`src/pkg/nvm_cmd_pkg.sv`:
```
// Constants shared by the nonvolatile command controller files.
// Assumes an 8-bit register port with byte offsets 0x0 to 0x9.
`default_nettype none
package nvm_cmd_pkg;
    // Register byte offsets
    localparam logic [3:0] OFS_CMD    = 4'h0;
    localparam logic [3:0] OFS_LOCK   = 4'h1;
    localparam logic [3:0] OFS_STATUS = 4'h2;
    localparam logic [3:0] OFS_IEN    = 4'h3;
    localparam logic [3:0] OFS_IFLAG  = 4'h4;
    localparam logic [3:0] OFS_DATAL  = 4'h6;
    localparam logic [3:0] OFS_DATAH  = 4'h7;
    localparam logic [3:0] OFS_ADDRL  = 4'h8;
    localparam logic [3:0] OFS_ADDRH  = 4'h9;
    // Field positions
    localparam int BIT_GUARD  = 0;
    localparam int BIT_BLOCK  = 1;
    localparam int BIT_FLASH_IN_USE  = 0;
    localparam int BIT_EBUSY  = 1;
    localparam int BIT_FAULT  = 2;
    localparam int BIT_IDLE   = 0;
    // Reset values
    localparam logic [7:0]  RST_BYTE = 8'h00;
    localparam logic [15:0] RST_WORD = 16'h0000;
    // Command codes
    localparam logic [2:0] CMD_NONE  = 3'h0;
    localparam logic [2:0] CMD_PROG  = 3'h1;
    localparam logic [2:0] CMD_ERASE = 3'h2;
    localparam logic [2:0] CMD_ERPRG = 3'h3;
    localparam logic [2:0] CMD_WIPE  = 3'h4;
    localparam logic [2:0] CMD_WHOLE = 3'h5;
    localparam logic [2:0] CMD_EEALL = 3'h6;
    localparam logic [2:0] CMD_FUSE  = 3'h7;
    // Memory sections
    localparam logic [1:0] SEC_BOOT  = 2'h0;
    localparam logic [1:0] SEC_APP   = 2'h1;
    localparam logic [1:0] SEC_EE    = 2'h2;
    localparam logic [1:0] SEC_NONE  = 2'h3;
    localparam logic [15:0] EE_BASE   = 16'h1400;
    localparam logic [15:0] EE_END    = 16'h1500;
    localparam logic [15:0] BOOT_BASE = 16'h8000;
    localparam logic [15:0] APP_BASE  = 16'h8200;
    // Instructions a key stays open, buffer-wipe halt cycles
    localparam logic [2:0] KEY_WINDOW  = 3'h4;
    localparam logic [2:0] WIPE_CYCLES = 3'h7;
    // Operation lengths in mclk cycles
    localparam logic [15:0] LEN_PAGE  = 16'h0028;
    localparam logic [15:0] LEN_WHOLE = 16'h00c8;
    localparam logic [15:0] LEN_FUSE  = 16'h0010;
endpackage : nvm_cmd_pkg
`default_nettype wire

```
`src/nvm_command_controller.sv`:
```
// Register front end of the nonvolatile memory controller.
// Assumes the CPU side flags key writes, instruction retires and
// page-buffer stores as one-cycle pulses on mclk.
//
// Overview of operation
// - Unkeyed write to guarded register ignored
// - Each key opens only its own register
// - Codes 1..3 program, erase, erase-program page
// - Codes 4..6 wipe buffer, whole, EEPROM erase
// - Code 0 none; fuse code debug-port only
// - Locked boot area reads and fetches zero
// - Boot lock written from boot only, sticky
// - Boot lock acts after leaving boot area
// - App write guard set-only, blocks app page commands
// - Fault bit reports last operation's error
// - Status busy bits for EEPROM and flash
// - Enabled idle flag gives level interrupt
// - Idle flag held while EEPROM idle, W1C
// - Data register feeds fuse programming
// - Address register tracks last updated location
// - Erase needs loaded byte; buffer self-clears
// - Buffer wipe sets ones, halts seven cycles
// - EEPROM page ops touch loaded bytes only
//
// Chosen here: the strobed register port.
`default_nettype none
module nvm_command_controller (
    input  wire logic        mclk,          // 10 MHz clock
    input  wire logic        srst,          // Synchronous reset
    input  wire logic [3:0]  regAddr,       // Register offset
    input  wire logic [7:0]  regWdata,      // Write data
    input  wire logic        regWrite,      // Write strobe
    input  wire logic        regRead,       // Read strobe
    output logic      [7:0]  regRdata,      // Read data
    input  wire logic        keySpm,        // self_prog_key written
    input  wire logic        keyIoreg,      // io_register_key written
    input  wire logic        cpuInstr,      // Instruction retired
    input  wire logic        fromDebugPort, // Access from debug port
    input  wire logic        execInBoot,    // CPU runs in boot area
    input  wire logic        keepEepromFuse,// Keep EEPROM on whole erase
    input  wire logic        bufWrite,      // Page buffer store
    input  wire logic [15:0] bufAddr,       // Address of that store
    output logic             bootHide,      // Boot reads/fetches zero
    output logic             cpuHalt,       // Stall the CPU
    output logic             opStart,       // Operation begins
    output logic      [2:0]  opCode,        // Operation code
    output logic             opEeprom,      // Operation targets EEPROM
    output logic      [31:0] opByteMask,    // Loaded page bytes
    output logic             bufOnes,       // Set page buffer to ones
    output logic             fuseStrobe,    // Program fuse now
    output logic      [15:0] fuseValue,     // Value for the fuse
    output logic      [15:0] targetAddr,    // Target location
    output logic             irqEeIdle      // Level interrupt
);
    import nvm_cmd_pkg::*;

    typedef struct packed {
        logic [2:0]  cmd;      // Last accepted command
        logic        guard;    // app_area_write_guard
        logic        lockSet;  // boot_area_lock written
        logic        lockLive; // Boot lock in force
        logic        fault;    // write_fault
        logic        ieEn;     // Idle irq enable
        logic        idle;     // eeprom_idle_irq flag
        logic [15:0] data;     // fuse_write_value
        logic [15:0] addr;     // target_location
        logic [2:0]  spmWin;   // Instructions left, command key
        logic [2:0]  ioWin;    // Instructions left, lock key
        logic        loaded;   // Buffer holds a byte
        logic        mixed;    // Loads from two sections
        logic [1:0]  loadSec;  // Section of first load
        logic [31:0] mask;     // Loaded byte positions
        logic [2:0]  haltCnt;  // Wipe halt cycles left
        logic        eeAll;    // EEPROM erase halts CPU
        logic        fGo;      // Start flash timer
        logic        eGo;      // Start EEPROM timer
        logic [15:0] fLen;     // Flash op length
        logic [15:0] eLen;     // EEPROM op length
        logic [7:0]  rdata;    // Read data
        logic        opStart;  // Start pulse
        logic [2:0]  opCode;   // Started code
        logic        opEe;     // Started on EEPROM
        logic        ones;     // Buffer wipe pulse
        logic        fuseStb;  // Fuse pulse
        logic        irq;      // Interrupt level
        logic        halt;     // CPU stall level
    } state_type;

    state_type s_ff;   // Registered state
    state_type nxt_s;  // Next state

    logic flash_in_use;  // Flash timer running
    logic fDone;  // Flash op finished
    logic eBusy;  // EEPROM timer running
    logic eDone;  // EEPROM op finished

    // Section of an address
    function automatic logic [1:0] secOf(input logic [15:0] a);
        if (a >= EE_BASE && a < EE_END) begin
            secOf = SEC_EE;
        end else if (a >= APP_BASE) begin
            secOf = SEC_APP;
        end else if (a >= BOOT_BASE) begin
            secOf = SEC_BOOT;
        end else begin
            secOf = SEC_NONE;
        end
    endfunction : secOf

    // Array timers
    nvm_op_timer u_flash (
        .mclk (mclk),
        .srst (srst),
        .go   (s_ff.fGo),
        .len  (s_ff.fLen),
        .busy (flash_in_use),
        .done (fDone)
    );
    nvm_op_timer u_eeprom (
        .mclk (mclk),
        .srst (srst),
        .go   (s_ff.eGo),
        .len  (s_ff.eLen),
        .busy (eBusy),
        .done (eDone)
    );

    // Busy including a start already queued
    logic fNow;   // Flash busy seen by software
    logic eNow;   // EEPROM busy seen by software
    logic [1:0] tSec; // Section of target
    assign fNow = flash_in_use | s_ff.fGo;
    assign eNow = eBusy | s_ff.eGo;
    assign tSec = secOf(s_ff.addr);

    // All register, key and command behaviour
    always_comb begin
        nxt_s = s_ff;
        nxt_s.rdata = RST_BYTE;
        nxt_s.opStart = 1'b0;
        nxt_s.ones = 1'b0;
        nxt_s.fuseStb = 1'b0;
        nxt_s.fGo = 1'b0;
        nxt_s.eGo = 1'b0;
        // Key windows count retired instructions
        if (keySpm) begin
            nxt_s.spmWin = KEY_WINDOW;
        end else if (cpuInstr && s_ff.spmWin != 3'h0) begin
            nxt_s.spmWin = s_ff.spmWin - 3'h1;
        end
        if (keyIoreg) begin
            nxt_s.ioWin = KEY_WINDOW;
        end else if (cpuInstr && s_ff.ioWin != 3'h0) begin
            nxt_s.ioWin = s_ff.ioWin - 3'h1;
        end
        // Lock takes hold once code is outside boot
        if (s_ff.lockSet && !execInBoot) begin
            nxt_s.lockLive = 1'b1;
        end
        // Buffer empties after array operation
        if (fDone || eDone) begin
            nxt_s.loaded = 1'b0;
            nxt_s.mixed = 1'b0;
            nxt_s.mask = '0;
        end
        if (eDone) begin
            nxt_s.eeAll = 1'b0;
        end
        // Buffer stores track location and section
        if (bufWrite) begin
            nxt_s.mask[bufAddr[4:0]] = 1'b1;
            nxt_s.addr = bufAddr;
            if (!nxt_s.loaded) begin
                nxt_s.loadSec = secOf(bufAddr);
            end
            if (nxt_s.loaded && secOf(bufAddr) != s_ff.loadSec) begin
                nxt_s.mixed = 1'b1;
            end
            nxt_s.loaded = 1'b1;
        end
        if (s_ff.haltCnt != 3'h0) begin
            nxt_s.haltCnt = s_ff.haltCnt - 3'h1;
        end
        // Idle flag; hardware set beats software clear
        nxt_s.idle = !eBusy || (s_ff.idle && !(regWrite
            && regAddr == OFS_IFLAG && regWdata[BIT_IDLE]));
        // Register writes
        if (regWrite) begin
            unique case (regAddr)
                OFS_CMD: begin
                    // Only the self-programming key opens this
                    if (s_ff.spmWin != 3'h0) begin
                        nxt_s.spmWin = 3'h0;
                        nxt_s.cmd = regWdata[2:0];
                        nxt_s.fault = 1'b0;
                        unique case (regWdata[2:0])
                            CMD_PROG, CMD_ERASE, CMD_ERPRG: begin
                                if ((tSec == SEC_EE && eNow)
                                    || (tSec != SEC_EE && fNow)) begin
                                    nxt_s.fault = 1'b1;
                                end else if (s_ff.mixed
                                    || tSec == SEC_NONE
                                    || (tSec == SEC_APP && s_ff.guard)
                                    || (s_ff.loaded
                                    && s_ff.loadSec != tSec)) begin
                                    nxt_s.fault = 1'b1;
                                end else if (s_ff.loaded
                                    || regWdata[2:0] == CMD_PROG) begin
                                    // Erase idles with empty buffer
                                    nxt_s.opStart = 1'b1;
                                    nxt_s.opCode = regWdata[2:0];
                                    nxt_s.opEe = tSec == SEC_EE;
                                    nxt_s.eGo = tSec == SEC_EE;
                                    nxt_s.fGo = tSec != SEC_EE;
                                    nxt_s.eLen = LEN_PAGE;
                                    nxt_s.fLen = LEN_PAGE;
                                end
                            end
                            CMD_WIPE: begin
                                nxt_s.ones = 1'b1;
                                nxt_s.haltCnt = WIPE_CYCLES;
                                nxt_s.loaded = 1'b0;
                                nxt_s.mixed = 1'b0;
                                nxt_s.mask = '0;
                            end
                            CMD_WHOLE: begin
                                if (fNow || eNow) begin
                                    nxt_s.fault = 1'b1;
                                end else begin
                                    nxt_s.opStart = 1'b1;
                                    nxt_s.opCode = CMD_WHOLE;
                                    nxt_s.opEe = !keepEepromFuse;
                                    nxt_s.fGo = 1'b1;
                                    nxt_s.fLen = LEN_WHOLE;
                                    nxt_s.eGo = !keepEepromFuse;
                                    nxt_s.eLen = LEN_WHOLE;
                                end
                            end
                            CMD_EEALL: begin
                                if (eNow) begin
                                    nxt_s.fault = 1'b1;
                                end else begin
                                    nxt_s.opStart = 1'b1;
                                    nxt_s.opCode = CMD_EEALL;
                                    nxt_s.opEe = 1'b1;
                                    nxt_s.eGo = 1'b1;
                                    nxt_s.eLen = LEN_WHOLE;
                                    nxt_s.eeAll = 1'b1;
                                end
                            end
                            CMD_FUSE: begin
                                // CPU may never program fuses
                                if (!fromDebugPort || fNow) begin
                                    nxt_s.fault = 1'b1;
                                end else begin
                                    nxt_s.opStart = 1'b1;
                                    nxt_s.opCode = CMD_FUSE;
                                    nxt_s.opEe = 1'b0;
                                    nxt_s.fuseStb = 1'b1;
                                    nxt_s.fGo = 1'b1;
                                    nxt_s.fLen = LEN_FUSE;
                                end
                            end
                            default: begin
                                // No operation code
                            end
                        endcase
                    end
                end
                OFS_LOCK: begin
                    // Only the I/O key opens this; bits only set
                    if (s_ff.ioWin != 3'h0) begin
                        nxt_s.ioWin = 3'h0;
                        if (regWdata[BIT_GUARD]) begin
                            nxt_s.guard = 1'b1;
                        end
                        if (regWdata[BIT_BLOCK] && execInBoot) begin
                            nxt_s.lockSet = 1'b1;
                        end
                    end
                end
                OFS_IEN:   nxt_s.ieEn = regWdata[BIT_IDLE];
                OFS_DATAL: nxt_s.data[7:0] = regWdata;
                OFS_DATAH: nxt_s.data[15:8] = regWdata;
                OFS_ADDRL: nxt_s.addr[7:0] = regWdata;
                OFS_ADDRH: nxt_s.addr[15:8] = regWdata;
                default: begin
                    // Status and holes ignore writes; the idle flag clear is handled above
                end
            endcase
        end
        // Register reads, data in the next cycle
        if (regRead) begin
            unique case (regAddr)
                OFS_CMD:    nxt_s.rdata = {5'h00, s_ff.cmd};
                OFS_LOCK:   nxt_s.rdata = {6'h00, s_ff.lockSet,
                                           s_ff.guard};
                OFS_STATUS: nxt_s.rdata = {5'h00, s_ff.fault, eNow,
                                           fNow};
                OFS_IEN:    nxt_s.rdata = {7'h00, s_ff.ieEn};
                OFS_IFLAG:  nxt_s.rdata = {7'h00, s_ff.idle};
                OFS_DATAL:  nxt_s.rdata = s_ff.data[7:0];
                OFS_DATAH:  nxt_s.rdata = s_ff.data[15:8];
                OFS_ADDRL:  nxt_s.rdata = s_ff.addr[7:0];
                OFS_ADDRH:  nxt_s.rdata = s_ff.addr[15:8];
                default:    nxt_s.rdata = RST_BYTE;
            endcase
        end
        // Level outputs
        nxt_s.irq = nxt_s.ieEn && nxt_s.idle;
        nxt_s.halt = nxt_s.haltCnt != 3'h0
            || nxt_s.fGo || (flash_in_use && !fDone) || nxt_s.eeAll;
    end

    // State register
    always_ff @(posedge mclk) begin
        if (srst) begin
            s_ff <= '0;
        end else begin
            s_ff <= nxt_s;
        end
    end

    // Outputs straight from flops
    assign regRdata   = s_ff.rdata;
    assign bootHide   = s_ff.lockLive;
    assign cpuHalt    = s_ff.halt;
    assign opStart    = s_ff.opStart;
    assign opCode     = s_ff.opCode;
    assign opEeprom   = s_ff.opEe;
    assign opByteMask = s_ff.mask;
    assign bufOnes    = s_ff.ones;
    assign fuseStrobe = s_ff.fuseStb;
    assign fuseValue  = s_ff.data;
    assign targetAddr = s_ff.addr;
    assign irqEeIdle  = s_ff.irq;
endmodule : nvm_command_controller
`default_nettype wire

```
`src/nvm_op_timer.sv`:
```
// Busy timer for one memory array operation.
// Assumes go is a one-cycle pulse issued only while idle.
`default_nettype none
module nvm_op_timer (
    input  wire logic        mclk,
    input  wire logic        srst,
    input  wire logic        go,
    input  wire logic [15:0] len,
    output logic             busy,
    output logic             done
);
    import nvm_cmd_pkg::*;

    typedef struct packed {
        logic [15:0] cnt;   // Cycles left
        logic        busy;  // Operation running
        logic        done;  // End pulse
    } tmr_type;

    tmr_type s_ff;   // Registered state
    tmr_type nxt_s;  // Next state

    // Load on go, count down, pulse at the end
    always_comb begin
        nxt_s = s_ff;
        nxt_s.done = 1'b0;
        if (go) begin
            nxt_s.cnt = len;
            nxt_s.busy = 1'b1;
        end else if (s_ff.busy) begin
            if (s_ff.cnt <= 16'h0001) begin
                nxt_s.busy = 1'b0;
                nxt_s.done = 1'b1;
            end else begin
                nxt_s.cnt = s_ff.cnt - 16'h0001;
            end
        end
    end

    // State register
    always_ff @(posedge mclk) begin
        if (srst) begin
            s_ff <= '0;
        end else begin
            s_ff <= nxt_s;
        end
    end

    assign busy = s_ff.busy;
    assign done = s_ff.done;
endmodule : nvm_op_timer
`default_nettype wire

```
`config.mk`:
```
export PLATFORM = sky130hd
export DESIGN_NAME = nvm_command_controller
export DESIGN_NICKNAME = d
export VERILOG_FILES = /design/src/pkg/nvm_cmd_pkg.sv /design/src/nvm_command_controller.sv /design/src/nvm_op_timer.sv
export SDC_FILE = /design/constraint.sdc
export NUM_CORES = 1
export LEC_CHECK = 0
export BUFFER_PORTS_ARGS = -buffer_cell sky130_fd_sc_hd__buf_2
export CAP_MARGIN = 20
export CORE_UTILIZATION = 52
export DETAILED_ROUTE_END_ITERATION = 10
export PLACE_DENSITY = 0.77
export SLEW_MARGIN = 5
export SYNTH_ARGS = -nofsm -noshare
export SYNTH_HDL_FRONTEND = slang
export SYNTH_HIERARCHICAL = 1
export SYNTH_SLANG_ARGS = --single-unit
export TNS_END_PERCENT = 30
```
`constraint.sdc`:
```
create_clock -name mclk -period 2 [get_ports mclk]
set_clock_uncertainty 0.2 [all_clocks]
set_input_delay 0.1 -clock mclk [delete_from_list [all_inputs] [get_ports mclk]]
set_output_delay 0.1 -clock mclk [all_outputs]
set_load 0.01 [all_outputs]
```
==> reports/results.ini, run 1 <==
[outcome]
status=finished, violations left
violations=setup timing

[setup_path]
crit_required_ns=2.11
crit_path_top_delay_cell=a2111o_1
reg2reg_depth=9
crit_path_end=s_ff[36]
slowest_delay_ns=0.42
cp_max_fo=4
cpMostUsedCell=ha_4
ff2ff_setup_slack_ns=-0.28
reg2reg_from=s_ff[95]
cp-start-kind=register
arrival_ns=2.40
endpoint_kind=register
cp-startpoint=s_ff[95]
worstSetupPathType=register to register
r2r_end=s_ff[36]
crit_chain=inv_2, ha_4, ha_4, nor4_4, nand3_1, a2111o_1, a21oi_2, mux2i_1, nor2_1

[drt]
drtIter0Drc=651
top_layer=met4
via_count=7495
wl_met3_um=1260
drtAntennaViolNets=0
wire_per_inst_um=16.7
drc=0
first_pass_iters=7
wl_met2_um=11000
finalWirelength_um=21900
viasPerCell=5.70
wl_met1_um=8890

[placement]
placed_area_um2=8800
dpl.cell_count=1231
place_hpwl_um=13800
place_congestion=0.901
port_buffers=120

[synthesis]
syn_avg_cell_area_um2=8.38
synth_top_area_cell=dfxtp_1
synth-edff-count=0
synthArstFlopShare_pct=0
synth_area_um2=7700
postSynthCellCount=919
seq_area_frac_synth_pct=38.7
ys_ff_latch=149
yosys.cell_types.count=64
yosysTopAreaCellShare_pct=38.7
synth_flop_cell=dfxtp_1
synth.area.top_cells=dfxtp_1 39%, buf_4 7.3%, nor2_1 7.1%, mux2i_1 5.5%, a211oi_1 3.9%
yosys_warnings=6

[cells_and_area]
final_nets=1168
fin_cells=1314
syn_to_final_growth_pct=33.7
n_antenna_cell=0
drive_gt1_share_pct=32.7
final_core_util_pct=71.1
fillers=1031
design_area_um2=10300

[floorplanning]
rows=44
die_y_um=124
io_pins=121
die_w_um=124
start_util_pct=53.2
core_um2=14500
fp.dieArea_um2=15300

[clock_network]
clock_latency_ns=0.43
cts_tree=yes
cts.reportedPaths.clkPinSlew_ns=0.06
clk_path_buf_depth=2
cts_max_level=4
cts_buffers=17
cts.sinks=149
root_buffer=clkbuf_16

[grt]
grt_pass1_wl_um=33400
grtUsageTotal_pct=28.1
grt_pass1_vias=6971
grt_max_degree=85
grt-ovfl-total=0
antenna_found_initial=0

[timing]
hold_viol=0
rsz0062_at_grt=true
worst_pin_slew_ns=0.616
setup_slack_ns=-0.283
setup_violations=25
relSlewSlack_pct=58.8
period_share_pct=114
slew_viol_final=0
fin_crit_ns=2.28
clock.fmax_mhz=438

[flow_run]
cap_violations=0

[worst_hold_path]
hold_path_class=input port to register
hold_path.startpoint=regAddr[3]

[pwr]
static-leakage-power_nw=4.20
vdd.ir_drop.worst_mv=0.575
p_per_area_nw_per_um2=683

==> routing by layer <==
layer	GRT usage, %	up-vias
met5	0	-
met4	11.7	0
met3	6.04	67
met2	49.8	301
met1	32.5	3548
li1	-	3579
==> power by group <==
| part | total [mW] | leakage [nW] | switching [mW] | internal, mW |
|---|---|---|---|---|
| Clock | 3.02 | 0.265 | 1.37 | 1.65 |
| Sequential | 3.11 | 1.21 | 0.0573 | 3.05 |
| Combinational | 0.913 | 2.72 | 0.494 | 0.419 |
==> worst min path at each step <==
stage / end / depth (start not counted) / slack [ns]
after CTS: regRdata[2] / 4 / 0.008
final: regRdata[2] / 4 / 0.02
after detailed placement: s_ff[91] / 2 / 0.11
after global routing: targetAddr[9] / 4 / 0.02
after floorplan: s_ff[94] / 1 / -0.03
after global placement: s_ff[91] / 2 / 0.10
==> cell type report <==
| type | count | area (um2) | area share, % |
|---|---|---|---|
| multi-input combinational | 631 | 4340 | 42.1 |
| inverter | 36 | 135 | 1.31 |
| sequential | 149 | 3000 | 29.1 |
| timing repair buffer | 283 | 2040 | 19.8 |
| tap | 184 | 230 | 2.23 |
| clock inverter | 13 | 118 | 1.14 |
| clock buffer | 18 | 439 | 4.26 |
==> state kept, by name, indices dropped and copies added (netlist names), 3 cells and up <==
register / count
regRdata: 8
fuseValue: 16
u_flash/s_ff: 16
opCode: 3
s_ff: 31
opByteMask: 32
u_eeprom/s_ff: 16
targetAddr: 16
==> logic make-up after synthesis <==
kind of cell	Yosys count	synth area share, %
DFF	149	38.7
buffers and inverters	161	11.6
AOI/OAI and AO/OA	198	17.8
xor gates and xnor gates	21	2.39
and+or+nand+nor	334	21.8
adders and majority gates	11	1.79
muxes	44	5.90
other	1	0.0487
==> placed cells by master (no fill, tap or decap), drive strengths merged, types with 6 or more instances in the layout <==
cell / count
buf: 245
dfxtp: 149
nor2: 147
nand2: 57
a21oi: 51
mux2i: 42
inv: 42
a211oi: 40
dlygate4sd3: 38
a22oi: 33
nand3: 25
conb: 23
nor4: 22
nor3: 21
xnor2: 19
clkbuf: 18
o21ai: 18
ha: 11
nand2b: 8
nor3b: 8
nor2b: 7
a2111oi: 7
a31oi: 6
nand4: 6
==> metrics by stage <==
step           total power [mW]  setup slack [ns]  TNS, ns  hold WS (ns)
2_1_floorplan              3.68            -0.224    -4.81       -0.0312
4_1_cts                    7.04            -0.238    -2.90       0.00796
5_1_grt                    7.30            -0.364    -7.21        0.0235
3_5_place_dp               3.95            -0.344    -7.36         0.105
3_3_place_gp               3.93            -0.284    -5.65         0.104
6_report                   7.04            -0.283    -3.02        0.0183
==> cells in the mapped netlist, drive strengths merged (11+ instances only) <==
master	number
a211oi	40
a21oi	51
a22oi	33
buf	91
clkbuf	34
dfxtp	149
ha	11
inv	36
mux2i	42
nand2	57
nand3	25
nor2	147
nor3	21
nor4	22
o21ai	18
xnor2	19
==> timing repair <==
item                                    CTS  global route
cloned                                    0             0
endpoints found under the setup margin   79            88
hold buffers                             38             0
pin swaps                                46            31
gates resized for setup                  58            55
hold endpoints to repair                 72             0
buffers inserted                         12             3
==> critical path: cells and delay by family, from the launching register on <==
family | cells | cell delay [ns]
compound gates | 2 | 0.66
simple gates | 3 | 0.42
flops | 1 | 0.33
fa+ha+maj | 2 | 0.31
mux | 1 | 0.20
buf+inv | 1 | 0.04
Power figures use the tool's default switching activity.
==> run 2: changes to the inputs <==
- CORE_MARGIN: not set -> 4
==> reports/results.ini, run 2 (synthesized netlist as in run 1, its figures left out) <==
[setup_path]
path_buf_inv=0  ; was 1
endpoint_kind=register  ; unchanged
crit_cells=7  ; was 9
cp_max_fo=4  ; unchanged
worstSetupPathType=register to register  ; unchanged
reg2reg_from=targetAddr[14]  ; was s_ff[95]
cp-startpoint=targetAddr[14]  ; was s_ff[95]
crit_path_top_delay_cell=a2111o_1  ; unchanged
reg2reg_depth=7  ; was 9
arrival_ns=2.43  ; was 2.40 ns
crit_required_ns=2.10  ; was 2.11 ns
critical-path-top-delay-family=compound AO/OA/AOI/OAI gates  ; unchanged
crit_chain=nor4_4, nand2_2, mux2i_2, a2111o_1, a21oi_2, mux2i_1, nor2_1  ; was inv_2, ha_4, ha_4, nor4_4, nand3_1, a2111o_1, a21oi_2, mux2i_1, nor2_1
slowest_delay_ns=0.51  ; was 0.42 ns
cp-start-kind=register  ; unchanged
ff2ff_setup_slack_ns=-0.33  ; was -0.28 ns

[floorplanning]
die_y_um=130  ; was 124 um
die_w_um=130  ; was 124 um
core_um2=14500  ; about the same
io_pins=121  ; unchanged
rows=44  ; unchanged
fp.dieArea_um2=16800  ; was 15,300 um2
start_util_pct=53.0  ; was 53.2%

[timing]
fin_setup_tns_ns=-5.06  ; was -3.02 ns
hold_viol=0  ; unchanged
period_share_pct=117  ; was 114%
clock.fmax_mhz=428  ; was 438 MHz
setup_slack_ns=-0.335  ; was -0.283 ns
holdWs_ns=0.0204  ; was 0.0183 ns
relSlewSlack_pct=54.6  ; was 58.8%
worst_pin_slew_ns=0.680  ; was 0.616 ns
rsz0062_at_grt=true  ; unchanged
slew_viol_final=0  ; unchanged
setup_violations=40  ; was 25
fin_crit_ns=2.33  ; was 2.28 ns

[pwr]
p_per_area_nw_per_um2=730  ; was 683 nW/um2
seqPwrFrac_pct=41.6  ; was 44.1%
p_total_mw=7.46  ; was 7.04 mW
vdd.ir_drop.worst_mv=0.606  ; was 0.575 mV
power_frac_comb_pct=12.1  ; was 13.0%
p_sw_share_pct=24.0  ; was 27.3%
power_switching_mw=1.79  ; was 1.92 mW
static-leakage-power_nw=4.18  ; was 4.20 nW
internal-power_mw=5.67  ; was 5.12 mW
clkPwrFrac_pct=46.3  ; was 42.9%

[placement]
port_buffers=120  ; unchanged
place_congestion=0.880  ; was 0.901
place_hpwl_um=14000  ; was 13,800 um

[cells_and_area]
drive_gt1_share_pct=31.4  ; was 32.7%
final_core_util_pct=70.3  ; was 71.1%
n_antenna_cell=0  ; unchanged
final_nets=1159  ; was 1,168
final_cell_mix=142 x dfxtp_1, 141 x nor2_1, 119 x buf_2, 103 x buf_4, 51 x nand2_1  ; was 140 x nor2_1, 139 x dfxtp_1, 119 x buf_2, 106 x buf_4, 51 x nand2_1
syn_to_final_growth_pct=32.7  ; was 33.7%
layout_commonest_cell=dfxtp_1  ; was nor2_1
largest_register_ffs=32  ; unchanged

[drt]
viasPerCell=5.64  ; was 5.70
first_pass_iters=5  ; was 7
via_count=7357  ; was 7,495
finalWirelength_um=21700  ; was 21,900 um
drc=0  ; unchanged
drtAntennaViolNets=0  ; unchanged
wire_per_inst_um=16.6  ; was 16.7 um
drtIter0Drc=588  ; was 651

[clock_network]
cts_buffers=17  ; unchanged
cts.reportedPaths.clkPinSlew_ns=0.06  ; about the same
clock_latency_ns=0.42  ; was 0.43 ns
cts_max_level=4  ; unchanged
cts_tree=yes  ; unchanged
root_buffer=clkbuf_16  ; unchanged
clk_path_buf_depth=2  ; unchanged
cts.sinks=149  ; unchanged

[flow_run]
cap_violations=0  ; unchanged

[grt]
grt_pass1_vias=6802  ; was 6,971
grt_pass1_wl_um=33300  ; was 33,400 um
antenna_found_initial=0  ; unchanged
grt_max_degree=70  ; was 85
grt-ovfl-total=0  ; unchanged
grtUsageTotal_pct=24.5  ; was 28.1%

[outcome]
status=finished, violations left  ; unchanged
violations=setup timing  ; unchanged

[worst_hold_path]
hold_path.startpoint=regWdata[1]  ; was regAddr[3]
hold_path_class=input port to register  ; unchanged
hold_path_depth=4  ; unchanged

-- run 2: changes by cell type in the layout (fill, tap and decap cells not counted), sizes merged --
cell	before	now
buf	245	236
bufinv	0	5
inv	42	37
clkinvlp	3	2
-- run 2: layer usage --
| layer | vias up | share of wire [%] | global-route usage, % | routed length [um] |
|---|---|---|---|---|
| met2 | 280 | 49 | 40.8 | 10600 |
| met1 | 3470 | 42 | 31.4 | 9150 |
| met4 | 0 | 2.8 | 10.5 | 614 |
| met3 | 54 | 6.3 | 4.54 | 1360 |
| li1 | 3553 | - | - | - |
| met5 | - | 0 | 0 | 0 |
-- run 2: what timing repair did --
item,CTS,global route
setup buffers,6,11
pin swaps,35,36
endpoints found under the setup margin,49,93
endpoints found under the hold margin,61,0
resized for setup,28,66
gates cloned,0,0
hold buffers,38,0
-- run 2: metrics by stage --
| stage | setup slack [ns] | cells | instance area (um2) |
|---|---|---|---|
| final | -0.335 | 1304 | 10200 |
| after global routing | -0.382 | 1304 | 10200 |
| after CTS | -0.252 | 1293 | 9850 |
| after detailed placement | -0.327 | 1219 | 8700 |
| after global placement | -0.282 | 1219 | 8700 |
| after floorplan | -0.224 | 941 | 7830 |
-- run 2: area by class of cell --
class	instances	area, um2
inverters	36	135
repair buffers	274	1950
flip-flops and latches	149	2990
multi-input cells	631	4280
well taps	184	230
clock buffers	18	429
fillers	1070	4320
clock inverters	12	205
-- run 2: path summary, 6_finish.rpt --
path         endpoint
max          s_ff[36]
min          s_ff[51]
max reg2reg  s_ff[36]
min reg2reg  bootHide
-- run 2: worst reg2reg max path, cell delays in order (launching register included) --
cell,delay (ns)
dfxtp_2,0.34
nor4_4,0.32
nand2_2,0.13
mux2i_2,0.18
a2111o_1,0.51
a21oi_2,0.27
mux2i_1,0.21
nor2_1,0.06
-- run 2: power by group through the flow --
stage / Sequential (mW) / Clock, mW / Combinational [mW]
2_1_floorplan: 3.16 / 0 / 0.520
3_3_place_gp: 3.17 / 0 / 0.762
3_5_place_dp: 3.16 / 0 / 0.774
4_1_cts: 3.10 / 3.49 / 0.862
5_1_grt: 3.11 / 3.60 / 0.988
6_report: 3.10 / 3.46 / 0.900
==> run 3: changes to the inputs <==
- GPL_TIMING_DRIVEN: not set -> 0
==> reports/results.ini, run 3 (synthesized netlist as in run 1, its figures left out) <==
[grt]
use_met1_pct=31.9  ; was 31.4%
antenna_found_initial=0  ; unchanged
grt_max_degree=17  ; was 70
grt-ovfl-total=0  ; unchanged
grtUsageTotal_pct=25.6  ; was 24.5%
grt_pass1_wl_um=34500  ; was 33,300 um
grtUsageMet2_pct=43.1  ; was 40.8%
use_met3_pct=4.34  ; was 4.54%
grt_pass1_vias=7084  ; was 6,802
gr-max-usage-layer=met2  ; unchanged

[floorplanning]
start_util_pct=53.0  ; unchanged
rows=44  ; unchanged
die_y_um=130  ; unchanged
io_pins=121  ; unchanged
core_um2=14500  ; unchanged
fp.dieArea_um2=16800  ; unchanged
die_w_um=130  ; unchanged

[setup_path]
cp-start-kind=register  ; unchanged
endpoint_kind=register  ; unchanged
reg2reg_depth=7  ; unchanged
cp-startpoint=targetAddr[14]  ; unchanged
crit_chain=nor4_4, nand2_2, mux2i_2, a2111o_1, a21oi_4, mux2i_1, nor2_1  ; was nor4_4, nand2_2, mux2i_2, a2111o_1, a21oi_2, mux2i_1, nor2_1
slowest_delay_ns=0.53  ; was 0.51 ns
r2r_end=s_ff[36]  ; unchanged
crit_path_end=s_ff[36]  ; unchanged
arrival_ns=2.43  ; about the same
cp_max_fo=4  ; unchanged
worstSetupPathType=register to register  ; unchanged
crit_required_ns=2.09  ; was 2.10 ns
ff2ff_setup_slack_ns=-0.34  ; was -0.33 ns
reg2reg_from=targetAddr[14]  ; unchanged
crit_path_top_delay_cell=a2111o_1  ; unchanged

[cells_and_area]
final_nets=1177  ; was 1,159
syn_to_final_growth_pct=30.9  ; was 32.7%
n_antenna_cell=0  ; unchanged
final_cell_mix=137 x dfxtp_1, 131 x nor2_1, 119 x buf_2, 88 x buf_4, 53 x nand2_1  ; was 142 x dfxtp_1, 141 x nor2_1, 119 x buf_2, 103 x buf_4, 51 x nand2_1
final_core_util_pct=69.4  ; was 70.3%
drive_gt1_share_pct=29.4  ; was 31.4%
layout_commonest_cell=dfxtp_1  ; unchanged
largest_register_ffs=32  ; unchanged
fillers=1181  ; was 1,070

[clock_network]
clock_latency_ns=0.43  ; was 0.42 ns
root_buffer=clkbuf_16  ; unchanged
cts.sinks=149  ; unchanged
cts_tree=yes  ; unchanged
cts_max_level=4  ; unchanged
cts_buffers=17  ; unchanged
cts.reportedPaths.clkPinSlew_ns=0.07  ; was 0.06 ns
clk_path_buf_depth=2  ; unchanged

[pwr]
p_sw_share_pct=24.8  ; was 24.0%
p_per_area_nw_per_um2=730  ; about the same
seqPwrFrac_pct=42.3  ; was 41.6%
static-leakage-power_nw=4.14  ; was 4.18 nW
p_total_mw=7.37  ; was 7.46 mW
clkPwrFrac_pct=45.7  ; was 46.3%
power_switching_mw=1.82  ; was 1.79 mW
vdd.ir_drop.worst_mv=0.528  ; was 0.606 mV
internal-power_mw=5.54  ; was 5.67 mW
power_frac_comb_pct=12.0  ; was 12.1%

[drt]
first_pass_iters=5  ; unchanged
drtIter0Drc=488  ; was 588
via_count=7432  ; was 7,357
drtAntennaViolNets=0  ; unchanged
drc=0  ; unchanged
viasPerCell=5.61  ; was 5.64
finalWirelength_um=22100  ; was 21,700 um
wire_per_inst_um=16.7  ; was 16.6 um

[worst_hold_path]
hold_path_class=input port to register  ; unchanged

[timing]
period_share_pct=117  ; about the same
slew_viol_final=0  ; unchanged
hold_viol=0  ; unchanged
relSlewSlack_pct=19.5  ; was 54.6%
setup_violations=52  ; was 40
setup_slack_ns=-0.342  ; was -0.335 ns
clock.fmax_mhz=427  ; was 428 MHz
worst_pin_slew_ns=1.20  ; was 0.680 ns
rsz0062_at_grt=true  ; unchanged
fin_crit_ns=2.34  ; was 2.33 ns

[placement]
place_congestion=0.954  ; was 0.880
port_buffers=115  ; was 120
dp_slack_ns=-0.492  ; was -0.327 ns
place_hpwl_um=14900  ; was 14,000 um

[outcome]
status=finished, violations left  ; unchanged
violations=setup timing  ; unchanged

[flow_run]
cap_violations=0  ; unchanged

==> run 3: worst min path at each step <==
stage | cells after the start | start | endpoint
after detailed placement | 2 | keySpm | s_ff[94]
after CTS | 4 | regAddr[0] | s_ff[129]
after global routing | 4 | regWdata[1] | s_ff[40]
final | 4 | regAddr[0] | s_ff[129]
after global placement | 2 | keySpm | s_ff[94]
after floorplan | 1 | keySpm | s_ff[94]
==> run 3: repair_timing <==
action | CTS | global route
endpoints found under the hold margin | 48 | 0
setup buffers | 8 | 11
hold buffers | 31 | 0
gates cloned | 0 | 2
setup endpoints to repair | 89 | 87
resized for setup | 32 | 79
pin swaps | 27 | 23
==> run 3: power by group through the flow <==
stage	sequential (mW)	clock (mW)	combinational [mW]
2_1_floorplan	3.16	0	0.520
3_3_place_gp	3.17	0	0.742
3_5_place_dp	3.17	0	0.753
4_1_cts	3.11	3.39	0.829
5_1_grt	3.12	3.52	0.971
6_report	3.11	3.37	0.885
==> run 3: final cells by class <==
type                       count  area [um2]  area share, %
multi-input combinational    631        4230           41.9
sequential                   149        3000           29.8
timing repair buffer         167        1070           10.6
buffer                       125         802           7.95
clock buffer                  21         440           4.37
tap                          184         230           2.28
clock inverter                11         175           1.74
inverter                      36         135           1.34
==> run 3: routing by layer <==
layer / vias up / wire [um]
li1: 3608 / -
met5: - / 0
met1: 3474 / 9240
met2: 290 / 10800
met4: 0 / 680
met3: 60 / 1440
==> run 3: critical path, delay by kind of cell, from the launching register on <==
kind / cells / cell delay [ns]
muxes: 2 / 0.38
AOI/OAI and AO/OA: 2 / 0.74
and+or+nand+nor: 3 / 0.53
DFF: 1 / 0.35
==> run 3: stage by stage <==
stage | setup TNS, ns | cell area (um2) | hold slack [ns] | cells
floorplan | -4.81 | 7830 | -0.0312 | 941
global placement | -27.58 | 8630 | 0.0995 | 1240
detailed placement | -29.33 | 8630 | 0.0963 | 1240
CTS | -13.30 | 9730 | 0.0117 | 1311
global route | -13.41 | 10100 | 0.0665 | 1324
finish | -6.20 | 10100 | 0.0260 | 1324
